### src/shared/frame_pkg.sv
package frame_pkg;

	// ==========================================================
	// Frame geometry
	localparam int unsigned FRAME_BYTES = 5082;
	localparam logic [2:0]  HEAD_ID     = 3'h0;
	localparam logic [2:0]  HEAD_STATUS = 3'h3;
	localparam logic [2:0]  HEAD_LAST   = 3'h5;
	localparam logic [8:0]  GROUP_LAST  = 9'h017;
	localparam logic [8:0]  CHUNK_LAST  = 9'h1fb;
	localparam logic [8:0]  FINAL_LAST  = 9'h1f7;
	localparam logic [3:0]  CHUNK_FINAL = 4'h9;
	localparam logic [2:0]  RAD_BYTES   = 3'h5;
	localparam logic [1:0]  GROUP_SUB   = 2'h2;

	// ==========================================================
	// Fixed byte values
	localparam logic [7:0]  ID_VALUE    = 8'hb7;
	localparam int unsigned STATUS_LSB  = 4;

	// ==========================================================
	// Zero-based frame positions that are checked
	localparam logic [12:0] POS_PAIR1   = 13'h0001;
	localparam logic [12:0] POS_STATUS  = 13'h0003;
	localparam logic [12:0] POS_RAD     = 13'h0006;
	localparam logic [12:0] POS_TTAG    = 13'h0015;
	localparam logic [12:0] POS_RAD2    = 13'h0202;
	localparam logic [12:0] POS_LAST    = 13'h13d9;

	// ==========================================================
	// Buffering
	localparam int unsigned FIFO_DEPTH  = 16;

	typedef enum logic {
		PH_HEAD  = 1'b0,
		PH_CHUNK = 1'b1
	} phase_t;

	typedef struct packed {
		logic [2:0]  sel;
		logic [39:0] rad;
		logic [23:0] ttag;
	} meta_t;

	typedef struct packed {
		logic [15:0] i;
		logic [15:0] q;
	} pair_t;

	typedef struct packed {
		phase_t      phase;
		logic [2:0]  hdr;
		logic [8:0]  pos;
		logic [1:0]  sub;
		logic [2:0]  midx;
		logic [3:0]  chunk;
		logic        mv;
		meta_t       meta;
		logic        pv;
		pair_t       pair;
		logic        ov;
		logic [7:0]  odata;
		logic        ofirst;
		logic        olast;
	} fr_state_t;

endpackage

### src/verilog/output_frame_interleaver.sv
`timescale 1ns/1ps

// ==========================================================
// Sample pair buffer
module pair_fifo #(
	parameter int unsigned WIDTH = 32,
	parameter int unsigned DEPTH = frame_pkg::FIFO_DEPTH
) (
	input  wire logic             mclk,
	input  wire logic             rst,
	input  wire logic             in_valid,
	output logic                  in_ready,
	input  wire logic [WIDTH-1:0] in_data,
	output logic                  out_valid,
	input  wire logic             out_ready,
	output logic      [WIDTH-1:0] out_data
);
	localparam int unsigned AW = $clog2(DEPTH);

	typedef struct packed {
		logic [AW-1:0] wr;
		logic [AW-1:0] rd;
		logic [AW:0]   cnt;
	} fifo_state_t;

	fifo_state_t      q;
	fifo_state_t      d;
	logic [WIDTH-1:0] mem [DEPTH];
	logic             push;
	logic             pop;

	assign in_ready  = (q.cnt != (AW+1)'(DEPTH));
	assign out_valid = (q.cnt != '0);
	assign out_data  = mem[q.rd];
	assign push      = in_valid && in_ready;
	assign pop       = out_valid && out_ready;

	always_comb begin
		d = q;
		if (push) begin
			d.wr = (q.wr == AW'(DEPTH-1)) ? '0 : q.wr + 1'b1;
		end
		if (pop) begin
			d.rd = (q.rd == AW'(DEPTH-1)) ? '0 : q.rd + 1'b1;
		end
		if (push && !pop) begin
			d.cnt = q.cnt + 1'b1;
		end else if (pop && !push) begin
			d.cnt = q.cnt - 1'b1;
		end
	end

	always_ff @(posedge mclk or posedge rst) begin
		if (rst) begin
			q <= '0;
		end else begin
			q <= d;
		end
	end

	// The storage has no reset; only the pointers and the count need one.
	always_ff @(posedge mclk) begin
		if (push) begin
			mem[q.wr] <= in_data;
		end
	end
endmodule

// ==========================================================
// Frame interleaver
module output_frame_interleaver #(
	parameter int unsigned FIFO_DEPTH = frame_pkg::FIFO_DEPTH
) (
	input  wire logic              mclk,
	input  wire logic              rst,
	input  wire logic              restart,
	input  wire logic              meta_valid,
	output logic                   meta_ready,
	input  wire frame_pkg::meta_t  meta,
	input  wire logic              pair_valid,
	output logic                   pair_ready,
	input  wire frame_pkg::pair_t  pair,
	output logic                   out_valid,
	input  wire logic              out_ready,
	output logic [7:0]             out_data,
	output logic                   out_first,
	output logic                   out_last
);
	frame_pkg::fr_state_t q;
	frame_pkg::fr_state_t d;
	frame_pkg::pair_t     fifo_data;
	logic                 fifo_valid;
	logic                 is_head;
	logic                 is_meta;
	logic                 is_pair;
	logic                 need_pair;
	logic [1:0]           pb;
	logic [7:0]           byte_val;
	logic                 chunk_end;
	logic                 emit;

	// Samples queue here so a bursty producer is not stalled per byte.
	pair_fifo #(
		.WIDTH ($bits(frame_pkg::pair_t)),
		.DEPTH (FIFO_DEPTH)
	) u_fifo (
		.mclk      (mclk),
		.rst       (rst),
		.in_valid  (pair_valid),
		.in_ready  (pair_ready),
		.in_data   (pair),
		.out_valid (fifo_valid),
		.out_ready (!q.pv),
		.out_data  (fifo_data)
	);

	assign meta_ready = !q.mv;
	assign out_valid  = q.ov;
	assign out_data   = q.odata;
	assign out_first  = q.ofirst;
	assign out_last   = q.olast;

	// ==========================================================
	// Byte selection
	always_comb begin
		is_head = (q.phase == frame_pkg::PH_HEAD);
		is_meta = !is_head && (q.pos <= frame_pkg::GROUP_LAST) && (q.sub == 2'h0);
		is_pair = !is_meta && !(is_head && (q.hdr == frame_pkg::HEAD_ID ||
			q.hdr == frame_pkg::HEAD_STATUS));
		// The first byte of each chunk waits for its pair as well.
		need_pair = !(is_head && q.hdr == frame_pkg::HEAD_STATUS) &&
			!(is_meta && q.pos != 9'h000);
		if (is_head) begin
			case (q.hdr)
				3'h1: pb = 2'h0;
				3'h2: pb = 2'h1;
				3'h4: pb = 2'h2;
				default: pb = 2'h3;
			endcase
		end else if (q.pos <= frame_pkg::GROUP_LAST) begin
			pb = {q.midx[0], q.sub == frame_pkg::GROUP_SUB};
		end else begin
			pb = q.sub;
		end
		if (is_head && q.hdr == frame_pkg::HEAD_ID) begin
			byte_val = frame_pkg::ID_VALUE;
		end else if (is_head && q.hdr == frame_pkg::HEAD_STATUS) begin
			byte_val = 8'(q.meta.sel) << frame_pkg::STATUS_LSB;
		end else if (is_meta && q.midx < frame_pkg::RAD_BYTES) begin
			byte_val = q.meta.rad[8*(4-q.midx) +: 8];
		end else if (is_meta) begin
			byte_val = q.meta.ttag[8*(7-q.midx) +: 8];
		end else begin
			byte_val = q.pair[8*(3-pb) +: 8];
		end
		chunk_end = (q.chunk == frame_pkg::CHUNK_FINAL) ?
			(q.pos == frame_pkg::FINAL_LAST) : (q.pos == frame_pkg::CHUNK_LAST);
		emit = q.mv && (q.pv || !need_pair) && (!q.ov || out_ready);
	end

	// ==========================================================
	// Sequencing
	always_comb begin
		d = q;
		if (q.ov && out_ready) begin
			d.ov = 1'b0;
		end
		if (emit) begin
			d.ov     = 1'b1;
			d.odata  = byte_val;
			d.ofirst = is_head && (q.hdr == frame_pkg::HEAD_ID);
			d.olast  = !is_head && (q.chunk == frame_pkg::CHUNK_FINAL) && chunk_end;
			if (is_pair && pb == 2'h3) begin
				d.pv = 1'b0;
			end
			if (is_head) begin
				d.hdr = q.hdr + 1'b1;
				if (q.hdr == frame_pkg::HEAD_LAST) begin
					d.phase = frame_pkg::PH_CHUNK;
					d.hdr   = 3'h0;
				end
			end else if (chunk_end) begin
				d.pos   = 9'h000;
				d.sub   = 2'h0;
				d.midx  = 3'h0;
				d.mv    = 1'b0;
				d.chunk = q.chunk + 1'b1;
				if (q.chunk == frame_pkg::CHUNK_FINAL) begin
					d.phase = frame_pkg::PH_HEAD;
					d.chunk = 4'h0;
				end
			end else begin
				d.pos = q.pos + 1'b1;
				if (q.pos <= frame_pkg::GROUP_LAST) begin
					d.sub = (q.sub == frame_pkg::GROUP_SUB) ? 2'h0 : q.sub + 1'b1;
					if (q.sub == frame_pkg::GROUP_SUB) begin
						d.midx = q.midx + 1'b1;
					end
				end else begin
					d.sub = q.sub + 1'b1;
				end
			end
		end
		// Whole fields load only while empty, so none changes mid-emission.
		if (!q.pv && fifo_valid) begin
			d.pv   = 1'b1;
			d.pair = fifo_data;
		end
		if (!q.mv && meta_valid) begin
			d.mv   = 1'b1;
			d.meta = meta;
		end
		// Loaded fields survive a restart; the frame position and any held output byte are dropped.
		if (restart) begin
			d.phase = frame_pkg::PH_HEAD;
			d.hdr   = 3'h0;
			d.pos   = 9'h000;
			d.sub   = 2'h0;
			d.midx  = 3'h0;
			d.chunk = 4'h0;
			d.ov    = 1'b0;
		end
	end

	always_ff @(posedge mclk or posedge rst) begin
		if (rst) begin
			q <= '0;
		end else begin
			q <= d;
		end
	end

	// ==========================================================
	// Checks
	logic [12:0] cnt_q;
	logic        take;

	assign take = q.ov && out_ready;

	always_ff @(posedge mclk or posedge rst) begin
		if (rst) begin
			cnt_q <= 13'h0000;
		end else if (restart || (take && q.olast)) begin
			cnt_q <= 13'h0000;
		end else if (take) begin
			cnt_q <= cnt_q + 1'b1;
		end
	end
endmodule

### config.mk
export PLATFORM = sky130hd
export DESIGN_NAME = output_frame_interleaver
export DESIGN_NICKNAME = d
export VERILOG_FILES = /design/src/shared/frame_pkg.sv /design/src/verilog/output_frame_interleaver.sv
export SDC_FILE = /design/constraint.sdc
export NUM_CORES = 1
export LEC_CHECK = 0
export ABC_AREA = 1
export BUFFER_PORTS_ARGS = -buffer_cell sky130_fd_sc_hd__buf_2
export CORE_MARGIN = 2
export CORE_UTILIZATION = 35
export DETAILED_ROUTE_END_ITERATION = 16
export GPL_ROUTABILITY_DRIVEN = 1
export PLACE_DENSITY = 0.56
export SKIP_LAST_GASP = 1
export SYNTH_ARGS = -nofsm -noshare
export SYNTH_HDL_FRONTEND = slang
export SYNTH_SLANG_ARGS = --single-unit
export TNS_END_PERCENT = 100
### constraint.sdc
create_clock -name mclk -period 9.2 [get_ports mclk]
set_input_delay 1.84 -clock mclk [delete_from_list [all_inputs] [get_ports mclk]]
set_output_delay 1.84 -clock mclk [all_outputs]
set_load 0.03 [all_outputs]
==> impl_metrics.yaml, run 1 <==
outcome:
  run_status: "complete, no violations"
clock_network:
  cts_setup_buffers: 0
  ctsRootBufferMaster: "clkbuf_16"
  clkSinkCount: 659
  hold_buffers: 0
  cts_resizes: 0
  clock_slew_at_the_register_clock_pins_of_the_worst_setup_and_hold_paths_ns: 0.06
  worst_skew_pair_latency_ns: 0.63
  clock_tree.buffer_depth: 3
  cts-buffers-inserted: 72
  cts_tree: "done"
  clock_tree.htree_level_count: 3
drt:
  drt_pass1_iterations: 7
  wl_met2_um: 33450
  wl_met3_um: 4216
  routed.top_layer: "met5"
  postRouteAntennaNets: 0
  routedLengthMet1_um: 30680
  detail_route.iter0.violations: 1907
  wl_per_cell_um: 21.08
  drc_errors: 0
  viasPerCell: 5.251
  num_vias: 17400
  routed_wl_um: 69860
layout:
  fillers: 7128
  final_util_pct: 40.65
  mostFrequentLayoutCells: "512 x edfxtp_1, 340 x nor2_1, 292 x o21ai_0"
  final_common_cell: "edfxtp_1"
  syn_to_final_growth_pct: 14.75
  design.final.nets: 2348
  drive_gt1_share_pct: 15.77
synth:
  netlist_area_um2: 26950
  avgSynthCellArea_um2: 12.55
  synth_enable_flop_cells: 512
  netlist.area_leader.share_pct: 57.05
  synth_top_cell_by_area: "edfxtp_1"
  yosysSeqAreaShare_pct: 70.70
  postSynth.asyncResetShare_pct: 22.31
  synthTopCellsByArea: "edfxtp_1 57%, dfrtp_1 14%, o21ai_0 5.4%"
  register_bit_count_reported_by_yosys: 659
  postSynthNetCount: 2270
  ys_dominant_reg_cell: "edfxtp_1"
  yosysWarnings: 0
  postSynthCellCount: 2148
  synthDistinctLibCells: 54
sta:
  worst_slew_margin_rel_pct: 16.13
  finalCriticalPeriod_ns: 4.010
  finalSetupTns_ns: 0
  slew_viol_final: 0
  clock.fmax_ghz: 0.2494
  report.final.setup_viol: 0
  layout_worst_path_cycle_share_pct: 43.59
  setup_repair_after_global_routing_missed_its_margin: "false"
  timing_hold_violations_final: 0
  tightest_slew_ns: 1.255
  final.setup_skew_ns: 0.04071
die:
  start_util_pct: 35.42
  floorplan.die_area_um2: 79230
  floorplan.core_area_um2: 76080
  rows: 101
  design.portCount: 118
  die_height_um: 281.5
  die_w_um: 281.5
power:
  fin_total_pwr_mw: 9.371
  power_per_cell_area_nw_per_um2: 303.0
  power.ir.vdd_worst_mv: 0.1492
  cellLeakagePower_nw: 11.07
global_routing:
  number_of_global_route_vias_before_repair: 17420
  grt_max_degree: 193
  grt_remaining_overflow: 0
  groute.usage.overall_pct: 17.64
  grt_first_pass_wirelength_um: 106100
  grt_antenna_before_repair: 4
placed_design:
  place.detailed.hpwl_um: 40350
  place.gp.congestion: 0.8369
  io_buffer_count: 117
critical_path:
  worstPathArrival_ns: 4.48
  cp_data_required_time_ns: 9.67
  setup.worst_path.start_class: "flip-flop"
  timing.critical_path.fanout_max: 27
  element_type_at_the_critical_path_end: "flip-flop"
  crit_type: "reg -> reg"
flow_run:
  timing.max_cap.violations: 0
hold_path:
  min-delay-path-class: "reg -> reg"
-- synth_stat cells (2+ instances only) --
library cell	n
a221oi_1	16
nand4_1	5
a31oi_1	2
buf_1	8
nor4_1	3
clkinv_1	4
nor2_1	354
o211ai_1	24
nand3_1	46
o21ai_0	292
nand2_2	6
o221ai_1	56
buf_2	12
inv_1	71
o22ai_1	77
a21oi_1	42
edfxtp_1	512
o21ai_1	15
inv_2	5
nand2_1	163
a22oi_1	18
o21a_1	2
a41oi_1	16
buf_4	8
o21bai_1	4
ha_1	16
or2_2	5
o31ai_1	3
xor2_1	9
xnor2_1	2
nand3_2	3
a21o_1	2
dfrtp_1	147
nand3_4	2
mux2_2	63
nor2_2	2
nor3_1	12
nor2_4	2
clkbuf_1	103
nor2_8	2
-- per-layer routing --
metal | global-route usage, % | vias to the layer above
li1 | - | 8065
met1 | 23.99 | 8691
met2 | 28.99 | 526
met3 | 3.348 | 117
met4 | 4.705 | 4
met5 | 0 | -
-- final timing paths --
check | startpoint | end | slack (ns) | cells past startpoint
max in group asynchronous | rst | q[105] | 6.26 | 3
worst max-delay path | q[116] | out_data[1] | 5.19 | 11
worst min-delay path | q[79] | q[79] | 0.50 | 1
worst max register to register | q[116] | out_data[1] | 5.19 | 11
worst min register to register | q[79] | q[79] | 0.50 | 1
min in group asynchronous | rst | q[102] | 1.34 | 2
-- layout make-up --
| class | instances | area [um^2] | area share (%) |
|---|---|---|---|
| clock inverter | 35 | 412.9 | 1.335 |
| inverter | 81 | 317.8 | 1.028 |
| multi-input combinational | 1275 | 7149 | 23.12 |
| clock buffer | 96 | 1943 | 6.283 |
| antenna | 1 | 2.502 | 0.008092 |
| sequential | 659 | 19060 | 61.64 |
| tap | 1030 | 1289 | 4.167 |
| timing repair buffer | 137 | 748.2 | 2.419 |
-- logic make-up after synthesis --
logic type               count (synthesis)  synth area share [%]
AO/OA/AOI/OAI                          573                 12.77
XOR/XNOR                                11                0.3575
adder cells (fa/ha/maj)                 17                0.8171
buffers and inverters                  214                 3.227
flip-flops                             659                 70.70
multiplexers                            63                 2.632
AND/OR/NAND/NOR                        611                 9.494
-- where the power goes --
group          internal (mW)  switching [mW]  total, mW  leakage, nW
Clock                   1.70            1.18       2.87         1.15
Combinational          0.751            1.94       2.69         3.43
Sequential              3.59           0.222       3.81         6.49
Total                   6.03            3.34       9.37         11.1
-- worst max-delay path, stage by stage (launching register included) --
cell and delay [ns]:
dfrtp_1 0.90, clkinv_1 0.85, ha_1 0.79, clkinv_1 0.32, nand2_1 0.22, nor2_1 0.16
inv_1 0.11, nor2_1 0.05, nor3_1 0.24, a21oi_1 0.07, nand2_1 0.08, o21bai_1 0.07
-- flip-flops by register name, indices dropped and copies added (netlist names) --
| signal | count |
|---|---|
| u_fifo.mem | 512 |
| q | 123 |
| out_data | 8 |
| out_first | 1 |
| u_fifo.q | 13 |
| out_valid | 1 |
| out_last | 1 |
-- per-stage QoR --
step	setup slack, ns	instances	hold slack, ns	cell area (um^2)
after detailed placement	4.991	3182	0.4878	28570
after global routing	4.829	3313	0.5169	30920
after global placement	5.076	3182	0.4833	28570
after CTS	5.152	3313	0.5006	30920
after floorplan	3.409	2148	0.4500	26950
final	5.190	3314	0.4981	30920
Note: power is estimated with default switching activity, not from simulation.
==> run 2, diff against run 1 <==
--- a/config.mk
+++ b/config.mk
@@ -11,7 +11,7 @@
 export CORE_UTILIZATION = 35
 export DETAILED_ROUTE_END_ITERATION = 16
 export GPL_ROUTABILITY_DRIVEN = 1
-export PLACE_DENSITY = 0.56
+export PLACE_DENSITY = 0.58
 export SKIP_LAST_GASP = 1
 export SYNTH_ARGS = -nofsm -noshare
 export SYNTH_HDL_FRONTEND = slang
==> constraint.sdc (replaced) <==
create_clock -name mclk -period 3.6 [get_ports mclk]
set_input_delay 0.72 -clock mclk [delete_from_list [all_inputs] [get_ports mclk]]
set_output_delay 0.72 -clock mclk [all_outputs]
set_load 0.03 [all_outputs]
==> run 2 against run 1 <==
Effect of this change: utilization up 0.33 points; wire length increased by 0.93%; register-to-register slack lost 4.5 ns; critical path depth rose by 3; combinational power rose to 2.7 times the previous value; sequential cell count stayed put; die area unchanged; worst setup slack worse by 4.5 ns; sequential power rose to 2.5 times the previous value; first-iteration DRC count down 14%; cell count is 0.81% higher; via count grew 1.1%; critical endpoint is now u_fifo.q[4]; largest cell class unchanged.
==> impl_metrics.yaml, run 2 (synthesis gave the netlist of run 1 again) <==
critical_path:
  cp_data_required_time_ns: 4.09
  r2r-start: "u_fifo.q[0]"
  reg2reg_to: "u_fifo.q[4]"
  critical_path.most_common_cell: "nand2_1"
  crit_type: "reg -> reg"
  element_type_at_the_critical_path_end: "flip-flop"
  worst_reg_to_reg_setup_slack_ns: 0.65
  worstPathArrival_ns: 3.44
  timing.critical_path.fanout_max: 8
  crit_chain: "nor4_1 -> nand2_1 -> nand2_1 -> buf_4 -> clkinv_1 -> ha_1 -> inv_1 -> ha_1 -> a21o_1 -> a21oi_1 -> nand2_1 -> nand2_1 -> nor2_1 -> xor2_1"
  rr_worst_depth: 14
  setup.worst_path.start_class: "flip-flop"
  worst_setup_path_endpoint: "u_fifo.q[4]"
  critical_path.max_stage_delay_ns: 0.43
  cp_slowest_cell: "dfrtp_1"
  critical_path.startpoint: "u_fifo.q[0]"
drt:
  detail_route.iter0.violations: 1634
  routed_wl_um: 70500
  viasPerCell: 5.264
  num_vias: 17590
  postRouteAntennaNets: 0
  drt_pass1_iterations: 7
  wl_per_cell_um: 21.10
  drc_errors: 0
power:
  comb_power_share_pct: 30.0
  cellLeakagePower_nw: 11.20
  fin_total_pwr_mw: 23.84
  netSwitchingFraction_pct: 35.81
  power.ir.vdd_worst_mv: 0.4188
  share_of_power_burned_in_registers_pct: 40.3
  intPower_mw: 15.30
  power_per_cell_area_nw_per_um2: 764.7
  power_frac_clock_pct: 29.7
  switching_power_mw: 8.537
global_routing:
  number_of_global_route_vias_before_repair: 17360
  groute.layer.met1.usage_pct: 23.46
  globalRouteMet3Util_pct: 3.911
  grt.met2_usage_pct: 28.56
  grt_antenna_before_repair: 11
  grt_first_pass_wirelength_um: 106300
  grt_remaining_overflow: 0
  top_usage_layer: "met2"
  groute.usage.overall_pct: 17.68
  grt_max_degree: 131
die:
  die_height_um: 281.5
  die_w_um: 281.5
  floorplan.core_area_um2: 76080
  design.portCount: 118
  floorplan.die_area_um2: 79230
  rows: 101
  start_util_pct: 35.42
clock_network:
  cts_setup_buffers: 0
  clock_tree.buffer_depth: 3
  clock_slew_at_the_register_clock_pins_of_the_worst_setup_and_hold_paths_ns: 0.06
  cts_resizes: 0
  hold_buffers: 0
  ctsRootBufferMaster: "clkbuf_16"
  worst_skew_pair_latency_ns: 0.62
  cts-buffers-inserted: 70
  cts_tree: "done"
  clkSinkCount: 659
  clock_tree.htree_level_count: 3
sta:
  report.final.setup_viol: 0
  final.setup_skew_ns: 0.02336
  final_worst_setup_slack_ns: 0.6454
  slew_viol_final: 0
  layout_worst_path_cycle_share_pct: 82.07
  worst_slew_margin_rel_pct: 40.47
  finalCriticalPeriod_ns: 2.955
  setup_repair_after_global_routing_missed_its_margin: "false"
  timing_hold_violations_final: 0
  tightest_slew_ns: 0.8930
  clock.fmax_ghz: 0.3385
placed_design:
  place.detailed.hpwl_um: 42620
  place.gp.congestion: 0.8274
  place_ws_ns: 0.6548
  io_buffer_count: 117
  placement.cell_area_um2: 28920
  dp_cells: 3207
layout:
  drive_gt1_share_pct: 16.61
  final_design_area_no_fill_um2: 31180
  design.final.nets: 2371
  largest_register_ffs: 512
  final_common_cell: "edfxtp_1"
  syn_to_final_growth_pct: 15.69
  stdcell_count: 3341
  mostFrequentLayoutCells: "512 x edfxtp_1, 340 x nor2_1, 292 x o21ai_0"
  registers_with_the_highest_flip_flop_counts: "u_fifo.mem: 512 flops, q: 123 flops, u_fifo.q: 13 flops"
  registers.top_by_ff_count: "u_fifo.mem"
outcome:
  run_status: "complete, no violations"
flow_run:
  timing.max_cap.violations: 0
hold_path:
  min-delay-path-class: "in -> async"
run 2: changes by cell type in the layout (fill, tap and decap cells not counted), moves of 5 or more:
| cell | delta |
|---|---|
| buf_12 | +13 |
| buf_4 | +12 |
| clkbuf_1 | -6 |
| clkinv_1 | +6 |
| clkinv_2 | +5 |
run 2: layout make-up:
cell class | instances | area, um^2
diodes | 5 | 12.51
clock buffers | 89 | 1896
clock inverters | 40 | 354.1
fillers | 7137 | 44900
inverters | 81 | 316.6
multi-input cells | 1275 | 7149
flip-flops and latches | 659 | 19060
well taps | 1030 | 1289
repair buffers | 162 | 1099
run 2: routing by layer:
metal | vias up | part of all wire [%]
met5 | - | 0.12
met4 | 14 | 3.0
met3 | 138 | 7.0
met2 | 579 | 47
met1 | 8732 | 43
li1 | 8125 | -
run 2: worst min-delay path by stage:
stage	from	endpoint	slack [ns]	depth (start not counted)
after floorplan	out_data[3]	out_data[3]	0.45	2
after global placement	out_data[3]	out_data[3]	0.46	2
after detailed placement	out_data[3]	out_data[3]	0.47	2
after CTS	rst	q[101]	0.21	2
after global routing	rst	q[97]	0.25	2
final	rst	q[101]	0.21	2
run 2: worst max-delay path: cells and delay by family (launching register included):
kind,cells,cell delay [ns]
AO/OA/AOI/OAI,2,0.37
XOR/XNOR,1,0.14
adder cells (fa/ha/maj),2,0.56
buffers and inverters,3,0.52
flip-flops,1,0.43
AND/OR/NAND/NOR,6,0.80
run 2: power groups by stage:
stage               clock, mW  sequential (mW)  combinational (mW)
floorplan                   0             9.57                4.72
global placement            0             9.72                7.04
detailed placement          0             9.75                7.17
CTS                      7.21             9.60                7.20
global route             7.49             9.68                7.98
finish                   7.07             9.61                7.16
run 2: per-stage QoR:
stage                     TNS (ns)  hold slack [ns]  util, %
after floorplan             -3.977           0.4500        -
after global placement           0           0.4649    38.01
after detailed placement         0           0.4710    38.01
after CTS                        0           0.2104    40.97
after global routing             0           0.2494    40.98
final                            0           0.2120    40.98
==> run 3, diff against run 2 <==
--- a/config.mk
+++ b/config.mk
@@ -11,7 +11,7 @@
 export CORE_UTILIZATION = 35
 export DETAILED_ROUTE_END_ITERATION = 16
 export GPL_ROUTABILITY_DRIVEN = 1
-export PLACE_DENSITY = 0.58
+export PLACE_DENSITY = 0.56
 export SKIP_LAST_GASP = 1
 export SYNTH_ARGS = -nofsm -noshare
 export SYNTH_HDL_FRONTEND = slang
==> constraint.sdc (replaced) <==
create_clock -name mclk -period 3 [get_ports mclk]
set_input_delay 0.6 -clock mclk [delete_from_list [all_inputs] [get_ports mclk]]
set_output_delay 0.6 -clock mclk [all_outputs]
set_load 0.03 [all_outputs]
==> run 3 against run 2 <==
Effect of this change: sequential power up 20%; largest cell class unchanged; critical endpoint unchanged; worst setup slack worse by 0.32 ns; global-route usage down 0.051 points.
==> impl_metrics.yaml, run 3 (synthesis gave the netlist of run 1 again) <==
outcome:
  run_status: "complete, no violations"
layout:
  design.final.nets: 2382
  fillers: 7085
  seq_area_um2: 19060
  final_util_pct: 41.15
  drive_gt1_share_pct: 17.16
  syn_to_final_growth_pct: 16.15
  largest_register_ffs: 512
  multi_input_area_um2: 7149
  final_common_cell: "edfxtp_1"
  registers_with_the_highest_flip_flop_counts: "u_fifo.mem: 512 flops, q: 123 flops, u_fifo.q: 13 flops"
  final_design_area_no_fill_um2: 31300
  stdcell_count: 3346
  mostFrequentLayoutCells: "512 x edfxtp_1, 340 x nor2_1, 292 x o21ai_0"
  registers.top_by_ff_count: "u_fifo.mem"
sta:
  finalCriticalPeriod_ns: 2.675
  final.setup_skew_ns: 0.02760
  report.final.setup_viol: 0
  slew_viol_final: 0
  setup_repair_after_global_routing_missed_its_margin: "false"
  worst_slew_margin_rel_pct: 35.37
  clock.fmax_ghz: 0.3738
  tightest_slew_ns: 0.9606
  timing_hold_violations_final: 0
  layout_worst_path_cycle_share_pct: 89.17
clock_network:
  cts-buffers-inserted: 70
  clock_tree.htree_level_count: 3
  clkSinkCount: 659
  worst_skew_pair_latency_ns: 0.60
  cts_tree: "done"
  hold_buffers: 0
  cts_setup_buffers: 0
  cts_resizes: 0
  clock_tree.buffer_depth: 3
  ctsRootBufferMaster: "clkbuf_16"
  clock_slew_at_the_register_clock_pins_of_the_worst_setup_and_hold_paths_ns: 0.06
critical_path:
  critical_path.max_stage_delay_ns: 0.44
  rr_worst_depth: 13
  worstPathArrival_ns: 3.15
  reg2reg_to: "u_fifo.q[4]"
  crit_type: "reg -> reg"
  critical_path.most_common_cell: "nand2_1"
  cp_data_required_time_ns: 3.48
  timing.critical_path.fanout_max: 4
  cp_slowest_cell: "dfrtp_1"
  setup.worst_path.start_class: "flip-flop"
  element_type_at_the_critical_path_end: "flip-flop"
  critical_path_depth: 13
  crit_family: "simple AND/OR/NAND/NOR gates"
  r2r-start: "u_fifo.q[0]"
  crit_path_buffers_inverters: 2
  worst_reg_to_reg_setup_slack_ns: 0.32
  crit_chain: "nor4_1 -> nand2_1 -> nand2_1 -> clkinv_1 -> ha_1 -> inv_1 -> ha_1 -> a21o_1 -> a21oi_1 -> nand2_1 -> nand2_1 -> nor2_1 -> xor2_1"
global_routing:
  grt_remaining_overflow: 0
  grt_first_pass_wirelength_um: 106700
  grt_antenna_before_repair: 2
  grt_max_degree: 101
  number_of_global_route_vias_before_repair: 17600
  groute.usage.overall_pct: 17.63
flow_run:
  timing.max_cap.violations: 0
drt:
  drc_errors: 0
  viasPerCell: 5.227
  num_vias: 17490
  postRouteAntennaNets: 0
  routed_wl_um: 69690
  wl_per_cell_um: 20.83
  detail_route.iter0.violations: 1429
  drt_pass1_iterations: 5
die:
  die_height_um: 281.5
  die_w_um: 281.5
  floorplan.die_area_um2: 79230
  floorplan.core_area_um2: 76080
  rows: 101
  design.portCount: 118
  start_util_pct: 35.42
placed_design:
  place.gp.congestion: 0.8314
  placement.cell_area_um2: 29050
  place.detailed.hpwl_um: 41320
  io_buffer_count: 117
  dp_cells: 3218
hold_path:
  min-delay-path-class: "in -> async"
power:
  power.ir.vdd_worst_mv: 0.5533
  power_per_cell_area_nw_per_um2: 916.1
  cellLeakagePower_nw: 11.29
  fin_total_pwr_mw: 28.68
run 3: cell count changes in the layout (fill, tap and decap cells not counted), moves of 3 or more:
cell / before / now
diode_2: 5 / 2
buf_12: 14 / 18
clkbuf_8: 3 / 6
clkinv_1: 17 / 12
buf_4: 31 / 38
clkinv_8: 3 / 0
inv_6: 1 / 4
run 3: power by group:
part	switching [mW]	total, mW	leakage [nW]	internal (mW)
combinational	6.04	8.65	3.68	2.61
clock	3.51	8.49	1.11	4.98
sequential	0.547	11.5	6.49	11.0
total	10.1	28.7	11.3	18.6
run 3: worst max path at each step:
stage          slack [ns]          endpoint   startpoint
3_3_place_gp         0.41       u_fifo.q[4]  u_fifo.q[0]
2_1_floorplan       -0.64  u_fifo.mem[3][0]  u_fifo.q[0]
3_5_place_dp         0.38       u_fifo.q[4]  u_fifo.q[0]
4_1_cts              0.35       u_fifo.q[4]  u_fifo.q[0]
5_1_grt              0.01       u_fifo.q[4]  u_fifo.q[0]
6_report             0.32       u_fifo.q[4]  u_fifo.q[0]
run 3: per-stage QoR:
| step | TNS (ns) | hold WS, ns | worst slack (ns) |
|---|---|---|---|
| 3_3_place_gp | 0 | 0.4716 | 0.4092 |
| 2_1_floorplan | -61.58 | 0.4500 | -0.6414 |
| 6_report | 0 | 0.1260 | 0.3249 |
| 3_5_place_dp | 0 | 0.4625 | 0.3774 |
| 4_1_cts | 0 | 0.1187 | 0.3534 |
| 5_1_grt | 0 | 0.1260 | 0.009898 |
run 3: routing by layer:
layer / global-route usage (%) / vias to the layer above / part of all wire (%)
li1: - / 8109 / -
met1: 23.12 / 8791 / 43
met2: 30.14 / 487 / 49
met3: 3.215 / 104 / 5.8
met4: 4.569 / 0 / 2.0
met5: 0 / - / 0
run 3: cell type report:
class | instances | area share (%)
timing repair buffer | 173 | 3.933
tap | 1030 | 4.117
inverter | 81 | 1.007
clock buffer | 89 | 6.016
clock inverter | 37 | 1.175
multi-input combinational | 1275 | 22.84
antenna | 2 | 0.01599
sequential | 659 | 60.90
run 3: worst min-delay path: stages:
cell	delay [ns]
buf_2	0.11
clkinvlp_4	0.10
buf_12	0.28
